## src/wkirq_pkg.sv

```systemverilog
package wkirq_pkg;

    // ------------------------------------------------------------------
    // Register bus geometry and offsets
    // ------------------------------------------------------------------
    localparam int          ADDR_W          = 12;
    localparam logic [11:0] PIN_WAKE_OFS    = 12'h064;
    localparam logic [11:0] INTERRUPT_ENDPOINT_CONTROL_OFS  = 12'h068;
    localparam logic [11:0] IRQ_STATUS_OFS  = 12'h0f0;
    localparam logic [11:0] IRQ_CLEAR_OFS   = 12'h0f4;
    localparam logic [11:0] IRQ_ENABLE_OFS  = 12'h0f8;

    // ------------------------------------------------------------------
    // Field layout of the pin wake enable and polarity register
    // ------------------------------------------------------------------
    localparam int          NUM_PINS        = 11;
    localparam int          WAKE_EN_LSB     = 0;
    localparam int          POL_LSB         = 16;
    localparam int          LINK_UP_BIT     = 31;
    localparam int          LINK_PIN        = 7;

    // ------------------------------------------------------------------
    // Field layout of the interrupt endpoint control register
    // ------------------------------------------------------------------
    localparam int          NUM_SRC         = 9;
    localparam int          PIN_IRQ_LSB     = 0;
    localparam int          SRC_LSB         = 11;
    localparam int          EV_W            = 20;
    localparam int          ALWAYS_ON_BIT   = 31;
    // Source order from bit 11 upward
    localparam int          SRC_RX_DROP     = 0;
    localparam int          SRC_TXF_OVER    = 1;
    localparam int          SRC_TXF_UNDER   = 2;
    localparam int          SRC_TX_ERR      = 3;
    localparam int          SRC_PHY         = 4;
    localparam int          SRC_RX_HALT     = 5;
    localparam int          SRC_TX_HALT     = 6;
    localparam int          SRC_RX_FRAME    = 7;
    localparam int          SRC_MAC_RTO     = 8;

    // ------------------------------------------------------------------
    // Local interrupt status layout and reset values
    // ------------------------------------------------------------------
    localparam int          IRQ_BITS        = 2;
    localparam int          IRQ_WAKE_BIT    = 0;
    localparam int          IRQ_PKT_BIT     = 1;
    localparam logic [10:0] WAKE_EN_RST     = 11'h000;
    localparam logic [10:0] POL_RST         = 11'h000;
    localparam logic [19:0] EP_EN_RST       = 20'h00000;
    localparam logic [1:0]  IRQ_RST         = 2'h0;

endpackage : wkirq_pkg

```

## src/wkirq_pin_detect.sv

```systemverilog
`timescale 1ns/100ps

module wkirq_pin_detect #(
    parameter int N = wkirq_pkg::NUM_PINS
) (
    // Clock and reset
    input  wire logic         clk_i,
    input  wire logic         rst_n_i,
    // Pin state and setup
    input  wire logic [N-1:0] pin_i,
    input  wire logic [N-1:0] is_gpio_i,
    input  wire logic [N-1:0] pol_i,
    // Detected level events
    output logic      [N-1:0] evt_o
);

    // ------------------------------------------------------------------
    // Per-pin level match
    // ------------------------------------------------------------------
    for (genvar g = 0; g < N; g++) begin : g_pin
        // Level event only while the pin serves as general-purpose I/O
        always_ff @(posedge clk_i or negedge rst_n_i) begin
            if (!rst_n_i) begin
                evt_o[g] <= 1'b0;
            end else begin
                evt_o[g] <= is_gpio_i[g] & (pin_i[g] == pol_i[g]);
            end
        end
    end

endmodule : wkirq_pin_detect

```

## src/wkirq_pending.sv

```systemverilog
`timescale 1ns/100ps

module wkirq_pending #(
    parameter int W = wkirq_pkg::EV_W
) (
    // Clock and reset
    input  wire logic         clk_i,
    input  wire logic         rst_n_i,
    // Enabled events and report strobe
    input  wire logic [W-1:0] set_i,
    input  wire logic         clr_i,
    // Held events
    output logic      [W-1:0] pend_o
);

    // ------------------------------------------------------------------
    // Sticky hold between endpoint intervals
    // ------------------------------------------------------------------
    // A new event in the reporting cycle survives to the next packet
    always_ff @(posedge clk_i or negedge rst_n_i) begin
        if (!rst_n_i) begin
            pend_o <= '0;
        end else begin
            pend_o <= (pend_o & ~{W{clr_i}}) | set_i;
        end
    end

endmodule : wkirq_pending

```

## src/wkirq_top.sv

```systemverilog
`timescale 1ns/100ps

// Function
// - Bits 10:0 enable per-pin wake
// - Bits 26:16 select per-pin trigger level
// - Non-GPIO pins never wake
// - Bit 31 arms pin 7 link-up wake
// - Wake enables default from EEPROM image
// - USB or lite reset restores image
// - Wake enables obey reset protection
// - Bit 31 sends packet every interval
// - Bits 19:16 gate RX/TX halt, RX frame, MAC timeout
// - Bits 15:14 gate PHY, TX error
// - Bits 13:12 gate TX FIFO faults
// - Bit 11 gates dropped receive frames
// - Bits 10:0 gate pin interrupt events
module wkirq_top (
    // Clock and reset
    input  wire logic        clk_i,
    input  wire logic        rst_n_i,
    // Register port
    input  wire logic [11:0] addr_i,
    input  wire logic [31:0] wr_data_i,
    input  wire logic        wr_i,
    input  wire logic        rd_i,
    output logic      [31:0] rd_data_o,
    // Pins and their function select
    input  wire logic [10:0] gpio_in_i,
    input  wire logic [10:0] gpio_is_gpio_i,
    // Device event sources, bit order as control bits 19:11
    input  wire logic [8:0]  src_event_i,
    // Device state and reset requests
    input  wire logic        suspend_state_zero_i,
    input  wire logic        suspend_state_three_i,
    input  wire logic        usb_reset_i,
    input  wire logic        lite_soft_reset_i,
    input  wire logic        reset_protect_i,
    // EEPROM image load
    input  wire logic        eeprom_load_i,
    input  wire logic [15:0] eeprom_wake_i,
    // Interrupt endpoint
    input  wire logic        ep_interval_i,
    output logic             pkt_send_o,
    output logic      [19:0] pkt_status_o,
    // Wake and local interrupt
    output logic             wake_o,
    output logic             irq_o
);

    // ------------------------------------------------------------------
    // Declarations
    // ------------------------------------------------------------------
    logic [10:0] wake_en_q;
    logic [10:0] pol_q;
    logic        link_en_q;
    logic [19:0] ep_en_q;
    logic        always_on_q;
    logic [10:0] image_q;
    logic [1:0]  sts_q;
    logic [1:0]  sts_d;
    logic [1:0]  irq_en_q;
    logic [31:0] rdata_d;
    logic [10:0] pin_evt;
    logic [19:0] pend;
    logic [19:0] ev_masked;
    logic        link_arm;
    logic        wake_d;
    logic        pkt_d;
    logic        wr_pin;
    logic        wr_ctl;
    logic        wr_clr;
    logic        wr_ien;
    logic        rst_req;

    // ------------------------------------------------------------------
    // Address decode
    // ------------------------------------------------------------------
    // Plain compare; the slave never stalls the master
    assign wr_pin  = wr_i && (addr_i == wkirq_pkg::PIN_WAKE_OFS);
    assign wr_ctl  = wr_i && (addr_i == wkirq_pkg::INTERRUPT_ENDPOINT_CONTROL_OFS);
    assign wr_clr  = wr_i && (addr_i == wkirq_pkg::IRQ_CLEAR_OFS);
    assign wr_ien  = wr_i && (addr_i == wkirq_pkg::IRQ_ENABLE_OFS);
    assign rst_req = usb_reset_i | lite_soft_reset_i;

    // ------------------------------------------------------------------
    // EEPROM image of the wake enables
    // ------------------------------------------------------------------
    // image keeps low bits
    always_ff @(posedge clk_i or negedge rst_n_i) begin
        if (!rst_n_i) begin
            image_q <= wkirq_pkg::WAKE_EN_RST;
        end else if (eeprom_load_i) begin
            image_q <= eeprom_wake_i[10:0]; // High unused bits dropped
        end
    end

    // ------------------------------------------------------------------
    // Wake enable field
    // ------------------------------------------------------------------
    // Load beats reset restore, which beats a software write. Without an
    // EEPROM the image stays zero, so a restore clears the field.
    always_ff @(posedge clk_i or negedge rst_n_i) begin
        if (!rst_n_i) begin
            wake_en_q <= wkirq_pkg::WAKE_EN_RST;
        end else if (eeprom_load_i) begin
            wake_en_q <= eeprom_wake_i[10:0];
        end else if (rst_req && !reset_protect_i) begin
            wake_en_q <= image_q;
        end else if (rst_req) begin
            wake_en_q <= wake_en_q;
        end else if (wr_pin) begin
            wake_en_q <= wr_data_i[wkirq_pkg::WAKE_EN_LSB +: wkirq_pkg::NUM_PINS];
        end
    end

    // ------------------------------------------------------------------
    // Polarity and link-up enable
    // ------------------------------------------------------------------
    // per-pin polarity store
    always_ff @(posedge clk_i or negedge rst_n_i) begin
        if (!rst_n_i) begin
            pol_q     <= wkirq_pkg::POL_RST;
            link_en_q <= 1'b0;
        end else if (wr_pin) begin
            pol_q     <= wr_data_i[wkirq_pkg::POL_LSB +: wkirq_pkg::NUM_PINS];
            link_en_q <= wr_data_i[wkirq_pkg::LINK_UP_BIT];
        end
    end

    // ------------------------------------------------------------------
    // Interrupt endpoint control
    // ------------------------------------------------------------------
    // enables reset to zero
    always_ff @(posedge clk_i or negedge rst_n_i) begin
        if (!rst_n_i) begin
            ep_en_q     <= wkirq_pkg::EP_EN_RST;
            always_on_q <= 1'b0;
        end else if (wr_ctl) begin
            ep_en_q     <= wr_data_i[wkirq_pkg::EV_W-1:0];
            always_on_q <= wr_data_i[wkirq_pkg::ALWAYS_ON_BIT];
        end
    end

    // ------------------------------------------------------------------
    // Pin level detection
    // ------------------------------------------------------------------
    // level match per pin
    wkirq_pin_detect #(
        .N         (wkirq_pkg::NUM_PINS)
    ) u_detect (
        .clk_i     (clk_i),
        .rst_n_i   (rst_n_i),
        .pin_i     (gpio_in_i),
        .is_gpio_i (gpio_is_gpio_i),
        .pol_i     (pol_q),
        .evt_o     (pin_evt)
    );

    // ------------------------------------------------------------------
    // Wake generation
    // ------------------------------------------------------------------
    // link-up in suspend
    assign link_arm = link_en_q & (suspend_state_zero_i | suspend_state_three_i);
    assign wake_d   = (|(pin_evt & wake_en_q)) | (link_arm & pin_evt[wkirq_pkg::LINK_PIN]);

    // Wake is a level; it follows the pin while the match holds
    always_ff @(posedge clk_i or negedge rst_n_i) begin
        if (!rst_n_i) begin
            wake_o <= 1'b0;
        end else begin
            wake_o <= wake_d;
        end
    end

    // ------------------------------------------------------------------
    // Interrupt packet sources
    // ------------------------------------------------------------------
    // Source and pin event gates
    assign ev_masked = {src_event_i, pin_evt} & ep_en_q;

    wkirq_pending #(
        .W       (wkirq_pkg::EV_W)
    ) u_pending (
        .clk_i   (clk_i),
        .rst_n_i (rst_n_i),
        .set_i   (ev_masked),
        .clr_i   (pkt_d),
        .pend_o  (pend)
    );

    // ------------------------------------------------------------------
    // Packet issue at the endpoint interval
    // ------------------------------------------------------------------
    // always-on or pending
    assign pkt_d = ep_interval_i && (always_on_q || (pend != '0));

    // Status is a snapshot; later events go to the next packet
    always_ff @(posedge clk_i or negedge rst_n_i) begin
        if (!rst_n_i) begin
            pkt_send_o   <= 1'b0;
            pkt_status_o <= '0;
        end else begin
            pkt_send_o <= pkt_d;
            if (pkt_d) begin
                pkt_status_o <= pend;
            end
        end
    end

    // ------------------------------------------------------------------
    // Local interrupt status, clear and enable
    // ------------------------------------------------------------------
    // Set wins over a clear in the same cycle
    always_comb begin
        sts_d = sts_q & ~(wr_clr ? wr_data_i[1:0] : 2'h0);
        sts_d[wkirq_pkg::IRQ_WAKE_BIT] = sts_d[wkirq_pkg::IRQ_WAKE_BIT] | (wake_d & ~wake_o);
        sts_d[wkirq_pkg::IRQ_PKT_BIT]  = sts_d[wkirq_pkg::IRQ_PKT_BIT] | pkt_d;
    end

    // Status, enable and the interrupt level itself
    always_ff @(posedge clk_i or negedge rst_n_i) begin
        if (!rst_n_i) begin
            sts_q    <= wkirq_pkg::IRQ_RST;
            irq_en_q <= wkirq_pkg::IRQ_RST;
            irq_o    <= 1'b0;
        end else begin
            sts_q <= sts_d;
            if (wr_ien) begin
                irq_en_q <= wr_data_i[wkirq_pkg::IRQ_BITS-1:0];
            end
            irq_o <= |(sts_d & (wr_ien ? wr_data_i[1:0] : irq_en_q));
        end
    end

    // ------------------------------------------------------------------
    // Read data
    // ------------------------------------------------------------------
    // Unmapped, write-only and idle cycles read zero
    always_comb begin
        rdata_d = 32'h0000_0000;
        if (rd_i) begin
            unique case (addr_i)
                wkirq_pkg::PIN_WAKE_OFS: begin
                    rdata_d[wkirq_pkg::WAKE_EN_LSB +: wkirq_pkg::NUM_PINS] = wake_en_q;
                    rdata_d[wkirq_pkg::POL_LSB +: wkirq_pkg::NUM_PINS]     = pol_q;
                    rdata_d[wkirq_pkg::LINK_UP_BIT]                        = link_en_q;
                end
                wkirq_pkg::INTERRUPT_ENDPOINT_CONTROL_OFS: begin
                    rdata_d[wkirq_pkg::EV_W-1:0]       = ep_en_q;
                    rdata_d[wkirq_pkg::ALWAYS_ON_BIT]  = always_on_q;
                end
                wkirq_pkg::IRQ_STATUS_OFS: begin
                    rdata_d[wkirq_pkg::IRQ_BITS-1:0] = sts_q;
                end
                wkirq_pkg::IRQ_ENABLE_OFS: begin
                    rdata_d[wkirq_pkg::IRQ_BITS-1:0] = irq_en_q;
                end
                default: begin
                    rdata_d = 32'h0000_0000;
                end
            endcase
        end
    end

    // One-cycle read latency
    always_ff @(posedge clk_i or negedge rst_n_i) begin
        if (!rst_n_i) begin
            rd_data_o <= 32'h0000_0000;
        end else begin
            rd_data_o <= rdata_d;
        end
    end
endmodule : wkirq_top

```

## config.mk

```make
export PLATFORM = sky130hd
export DESIGN_NAME = wkirq_top
export DESIGN_NICKNAME = d
export VERILOG_FILES = /design/src/wkirq_pkg.sv /design/src/wkirq_pin_detect.sv /design/src/wkirq_pending.sv /design/src/wkirq_top.sv
export SDC_FILE = /design/constraint.sdc
export NUM_CORES = 1
export LEC_CHECK = 0
export ABC_AREA = 1
export BUFFER_PORTS_ARGS = -buffer_cell sky130_fd_sc_hd__buf_2
export CAP_MARGIN = 0
export CORE_MARGIN = 2
export CORE_UTILIZATION = 25
export CTS_CLUSTER_DIAMETER = 100
export DETAILED_ROUTE_END_ITERATION = 6
export GPL_TIMING_DRIVEN = 0
export SYNTH_ARGS = -nofsm -noshare
export SYNTH_HDL_FRONTEND = slang
export SYNTH_SLANG_ARGS = --single-unit
```

## constraint.sdc

```tcl
create_clock -name clk_i -period 3.2 [get_ports clk_i]
set_clock_uncertainty 0.2 [all_clocks]
set_input_delay 0.48 -clock clk_i [delete_from_list [all_inputs] [get_ports clk_i]]
set_output_delay 0.48 -clock clk_i [all_outputs]
set_load 0.005 [all_outputs]
```

* Yosys cells after proc, flatten, opt, wreduce, memory -nomap -nowiden *
Index checks and enable logic that the tools add are counted.
Widths: inputs -> output; s select.

storage, ports and cells
  register bits after elaboration = 145
  bits of input ports = 102
  output and inout port bits = 55

cells by class
  equal/unequal tests = 17
  muxes and demuxes = 13
  bitwise logic cells = 28
  reduce and logical (&&, ||, !) cells = 13

operator list
  kind                 number
  $mux 11              4
  $and 20x20->20       2
  $eq 12x8->1 const B  3
  $mux 32              1
  $eq 12x7->1 const B  2
  $not 20->20          1
  $or 20x20->20        1
  $reduce_bool 20->1   1
  $pmux 9 s2           1
  $and 1x1->1          14
  $and 11x11->11       1
  $eq 1x1->1           11
  $reduce_or 11->1     1
  $pmux 2 s4           1
  $pmux 4 s2           1
  $mux 7               1
  $logic_and 1x1->1    6
  $mux 5               1
  $or 1x1->1           5
  $and 2x2->2          2
  $mux 2               2
  $ne 3x2->1 const B   1
  $reduce_bool 3->1    1
  $not 2->2            1
  6 further kinds      6

* Depth between registers and ports, before layout *
  word-level depth = 8
  depth in mapped cells = 10
  depth with buffers taken out = 10

* Cells and area by module *
A second synthesis with hierarchy kept.

second synthesis, totals
  cell total of the unflattened synthesis = 767
  area, all modules = 6231.0 sq um

by module, submodules not included
  module            instances  cells an instance  area an instance (sq um)
  wkirq_top         1          618                4989.8
  wkirq_pending     1          83                 759.5
  wkirq_pin_detect  1          66                 481.7

* Worst setup path before layout *
Ideal clock, no wire load.

  path kind = in2reg
  from = in addr_i[11]
  to = reg irq_o
  library setup time = 116 ps
  data arrival time = 1316 ps
  path slack = 1567 ps
  stages = 8
  path buffers = 0
  cells stage by stage = nor2_1 nand2_2 nor2_2 nand3_1 nand2_1 nand2_1 nand2_1 nand2_1

between the ends
  longest elaborated chain between the ends = 8

RTL lines
  element                        line                                source
  from (decl)                    wkirq_top.sv:22                     input wire logic [11:0] addr_i,
  $eq 12x8->1                    wkirq_top.sv:81                     assign wr_clr = wr_i && (addr_i == wkirq_pkg::IRQ_CLEAR_OFS);
  $logic_and 1x1->1              wkirq_top.sv:81
  $mux 2                         wkirq_top.sv:215                    sts_d = sts_q & ~(wr_clr ? wr_data_i[1:0] : 2'h0);
  $not 2->2                      wkirq_top.sv:215
  $and 2x2->2                    wkirq_top.sv:215
  $or 1x1->1 (on tied branches)  wkirq_top.sv:216, wkirq_top.sv:217
  $and 2x2->2 *                  wkirq_top.sv:231                    irq_o <= |(sts_d & (wr_ien ? wr_data_i[1:0] : irq_en_q));
  $reduce_or 2->1 *              wkirq_top.sv:231
  to (signal assigned)           wkirq_top.sv:231
  to (decl)                      wkirq_top.sv:47                     output logic irq_o

Mark *: on every way between the ends. The rest lies on a longest branch, timed or not.
A chain may end at the register's enable or synchronous reset.

* Final worst setup path *
  from = reg always_on_q
  to = reg pkt_status_o[18]

between the ends
  longest elaborated chain between the ends = 2

RTL lines
  element                 line              source
  from (decl)             wkirq_top.sv:57   logic always_on_q;
  from (signal assigned)  wkirq_top.sv:140  always_on_q <= wr_data_i[wkirq_pkg::ALWAYS_ON_BIT];
  $logic_or 1x1->1        wkirq_top.sv:195  assign pkt_d = ep_interval_i && (always_on_q || (pend != '0));
  $logic_and 1x1->1       wkirq_top.sv:195
  to (signal assigned)    wkirq_top.sv:205  pkt_status_o <= pend;
  to (decl)               wkirq_top.sv:44   output logic [19:0] pkt_status_o,

No other way between the ends.

==> results.md <==
* Final Cell Area at 7610 um2
* Critical path type: reg2reg
* Final setup violation count at 0
* GP Congestion at 0.820
* CTS buffer count at 17
* Unrepaired setup endpoints after global routing: false
* Gr ovfl total at 0
* Largest family of logic cells by synthesized area: simple AND/OR/NAND/NOR gates
* Post-synthesis register bit count at 141
* WP data required at 3.29 ns
* Yosys cell types at 22
* Final Slew Violations at 0
* Mux share of post-synthesis cell area at 0%
* Post-Synth Simple-Gate Area at 17.1%
* Post-CTS Setup Bufs at 0
* Share of cells above drive strength 1 at 24.3%
* Outcome: completed
* PwrDens at 585 nW/um2
* Leakage at 3.99 nW
* CTS root buf: clkbuf_16
* Period minus WS final at 1.79 ns
* Vias in the first global route at 4763
* Total Power at 4.45 mW
* Area share of fa/ha/maj cells after synthesis at 0%
* Post-Syn Area at 5820 um2
* Layout Nets at 932
* Die Wd at 157 um
* Crit share post-route at 55.9%
* Latest clock arrival within the worst-skew pair at 0.42 ns
* Cell area after placement at 6970 um2
* DIE AREA at 24500 um2
* Initial Util at 25.5%
* Ys async rst share at 100%
* # rows at 55
* Most frequent cells after synthesis: nand2_1, dfrtp_1, inv_1
* Initial antenna violation count at 3
* Number of max-cap violations at 0
* DR iter-0 viols at 243
* Synth top area share at 60.6%
* Tightest Pin Transition at 0.675 ns
* CP max FO at 10
* DP HPWL at 12.5 mm
* GRT Total Usage at 14.2%
* Clock-pin slew on the worst setup and hold paths at 0.06 ns
* Buffers on Ports at 143
* Max Root-Sink Buffers at 2
* IO Count at 157
* Largest net degree at the start of global routing at 72
* Remaining DRCs at 0
* Die Y at 157 um
* Post-DR vias/cell at 4.18
* Predominant post-synthesis flop cell: dfrtp_1
* Worst Hold Class: in2reg
* Vias at 4830
* Warnings, synthesis at 0
* Area grow syn2layout at 30.8%
* Clk sink count at 141
* Core area at 22800 um2
* Hold buffer count at cts at 1
* Crit path arrival time at 1.87 ns
* Area leader, netlist: dfrtp_1
* Number of synthesized flops with an enable pin at 0
* PostCTS Resize Cnt at 0
* Leading post-synthesis cells by cell area: dfrtp_1, nand2_1, o21ai_0
* Routed wire length at 16.6 mm
* Relative slew slack at 55.0%
* Crit start category: flop
* Seq/Total Area, Yosys at 60.6%
* Final hold vios at 0
* First-pass DRT Iterations at 4
* Post-DR wirelength/cell at 14.4 um
* Setup crit end kind: flop
* F_max at 559 MHz
* Avg Cell Area, Syn at 8.78 um2
* Routed Antenna Nets at 0
* CTS tree: done
* Synth Area in Compound Gates at 12.7%
* Top-count cell post-synth: nand2_1
* H-tree Lvls at 4
* Wire length of the first global-routing pass at 25.8 mm
* VDD IR max at 322 uV
* Antenna Cells at 0
* Synth Area in XOR/XNOR at 0%
* Mapped Cells at 663
## layer usage
layer  GRT usage [%]  up-vias  share of wire, %
met2            22.7      119                47
met5               0        -              0.17
met3            4.62       25               5.9
met4            5.29        6               2.2
met1            17.8     2268                45
li1                -     2412                 -
## registers in the layout, summed over array words and instances, names as in the netlist, 2 cells and up
register	flops
ep_en_q	20
image_q	11
irq_en_q	2
pkt_status_o	20
pol_q	11
rd_data_o	28
sts_q	2
u_detect.evt_o	11
u_pending.pend_o	20
wake_en_q	11
## cell usage in the layout (no fill, tap or decap), types with 4 or more instances in the layout
master,n
buf_4,5
nand2_1,159
nand3_1,29
clkinvlp_4,4
conb_1,4
clkbuf_1,8
bufinv_16,4
buf_2,156
dfrtp_1,141
o22ai_1,14
nor2_1,43
o21ai_1,22
clkbuf_16,17
inv_1,107
o21ai_0,89
a21oi_1,18
## cell families after synthesis
group	count (synthesis)
flip-flops	141
AND/OR/NAND/NOR	241
AO/OA/AOI/OAI	144
buffers and inverters	136
other	1
## layout make-up
type,instances,area [um2]
clock inverter,14,191
fill,2400,15200
inverter,108,405
timing repair buffer,145,759
tap,313,392
multi-input combinational,389,1750
sequential,141,3530
buffer,28,149
clock buffer,18,439
## power breakdown
group / internal (mW) / switching, mW / total, mW
Combinational: 0.158 / 0.265 / 0.423
Sequential: 1.87 / 0.0497 / 1.92
Clock: 1.33 / 0.783 / 2.11
## worst paths after layout
path	startpoint	to	depth (start not counted)	slack [ns]
max in group asynchronous	rst_n_i	rd_data_o[31]	3	1.61
min in group asynchronous	rst_n_i	rd_data_o[25]	2	0.42
hold / removal	gpio_in_i[4]	u_detect.evt_o[4]	2	0.04
hold reg to reg	pkt_status_o[4]	pkt_status_o[4]	2	0.28
setup / recovery	always_on_q	pkt_status_o[18]	7	1.41
setup reg to reg	always_on_q	pkt_status_o[18]	7	1.41
## critical path, cell delays in order (launching register included)
cell and delay, ns:
dfrtp_1 0.41, nor2_1 0.13, nand2_1 0.07, nor2_1 0.09
nand3_1 0.08, nand2_1 0.21, clkbuf_1 0.31, o21ai_0 0.15
## per-stage QoR
stage | util [%] | worst slack, ns | std cells | setup TNS [ns] | hold WS (ns)
2_1_floorplan | - | 1.57 | 666 | 0 | -0.0156
3_3_place_gp | 30.5 | -0.663 | 1122 | -92.48 | 0.264
3_5_place_dp | 30.6 | 1.18 | 1123 | 0 | 0.272
4_1_cts | 33.4 | 1.32 | 1156 | 0 | 0.0248
5_1_grt | 33.4 | 1.16 | 1156 | 0 | 0.0294
6_report | 33.4 | 1.41 | 1156 | 0 | 0.0407
No activity file was read; power rests on OpenSTA's default activity.
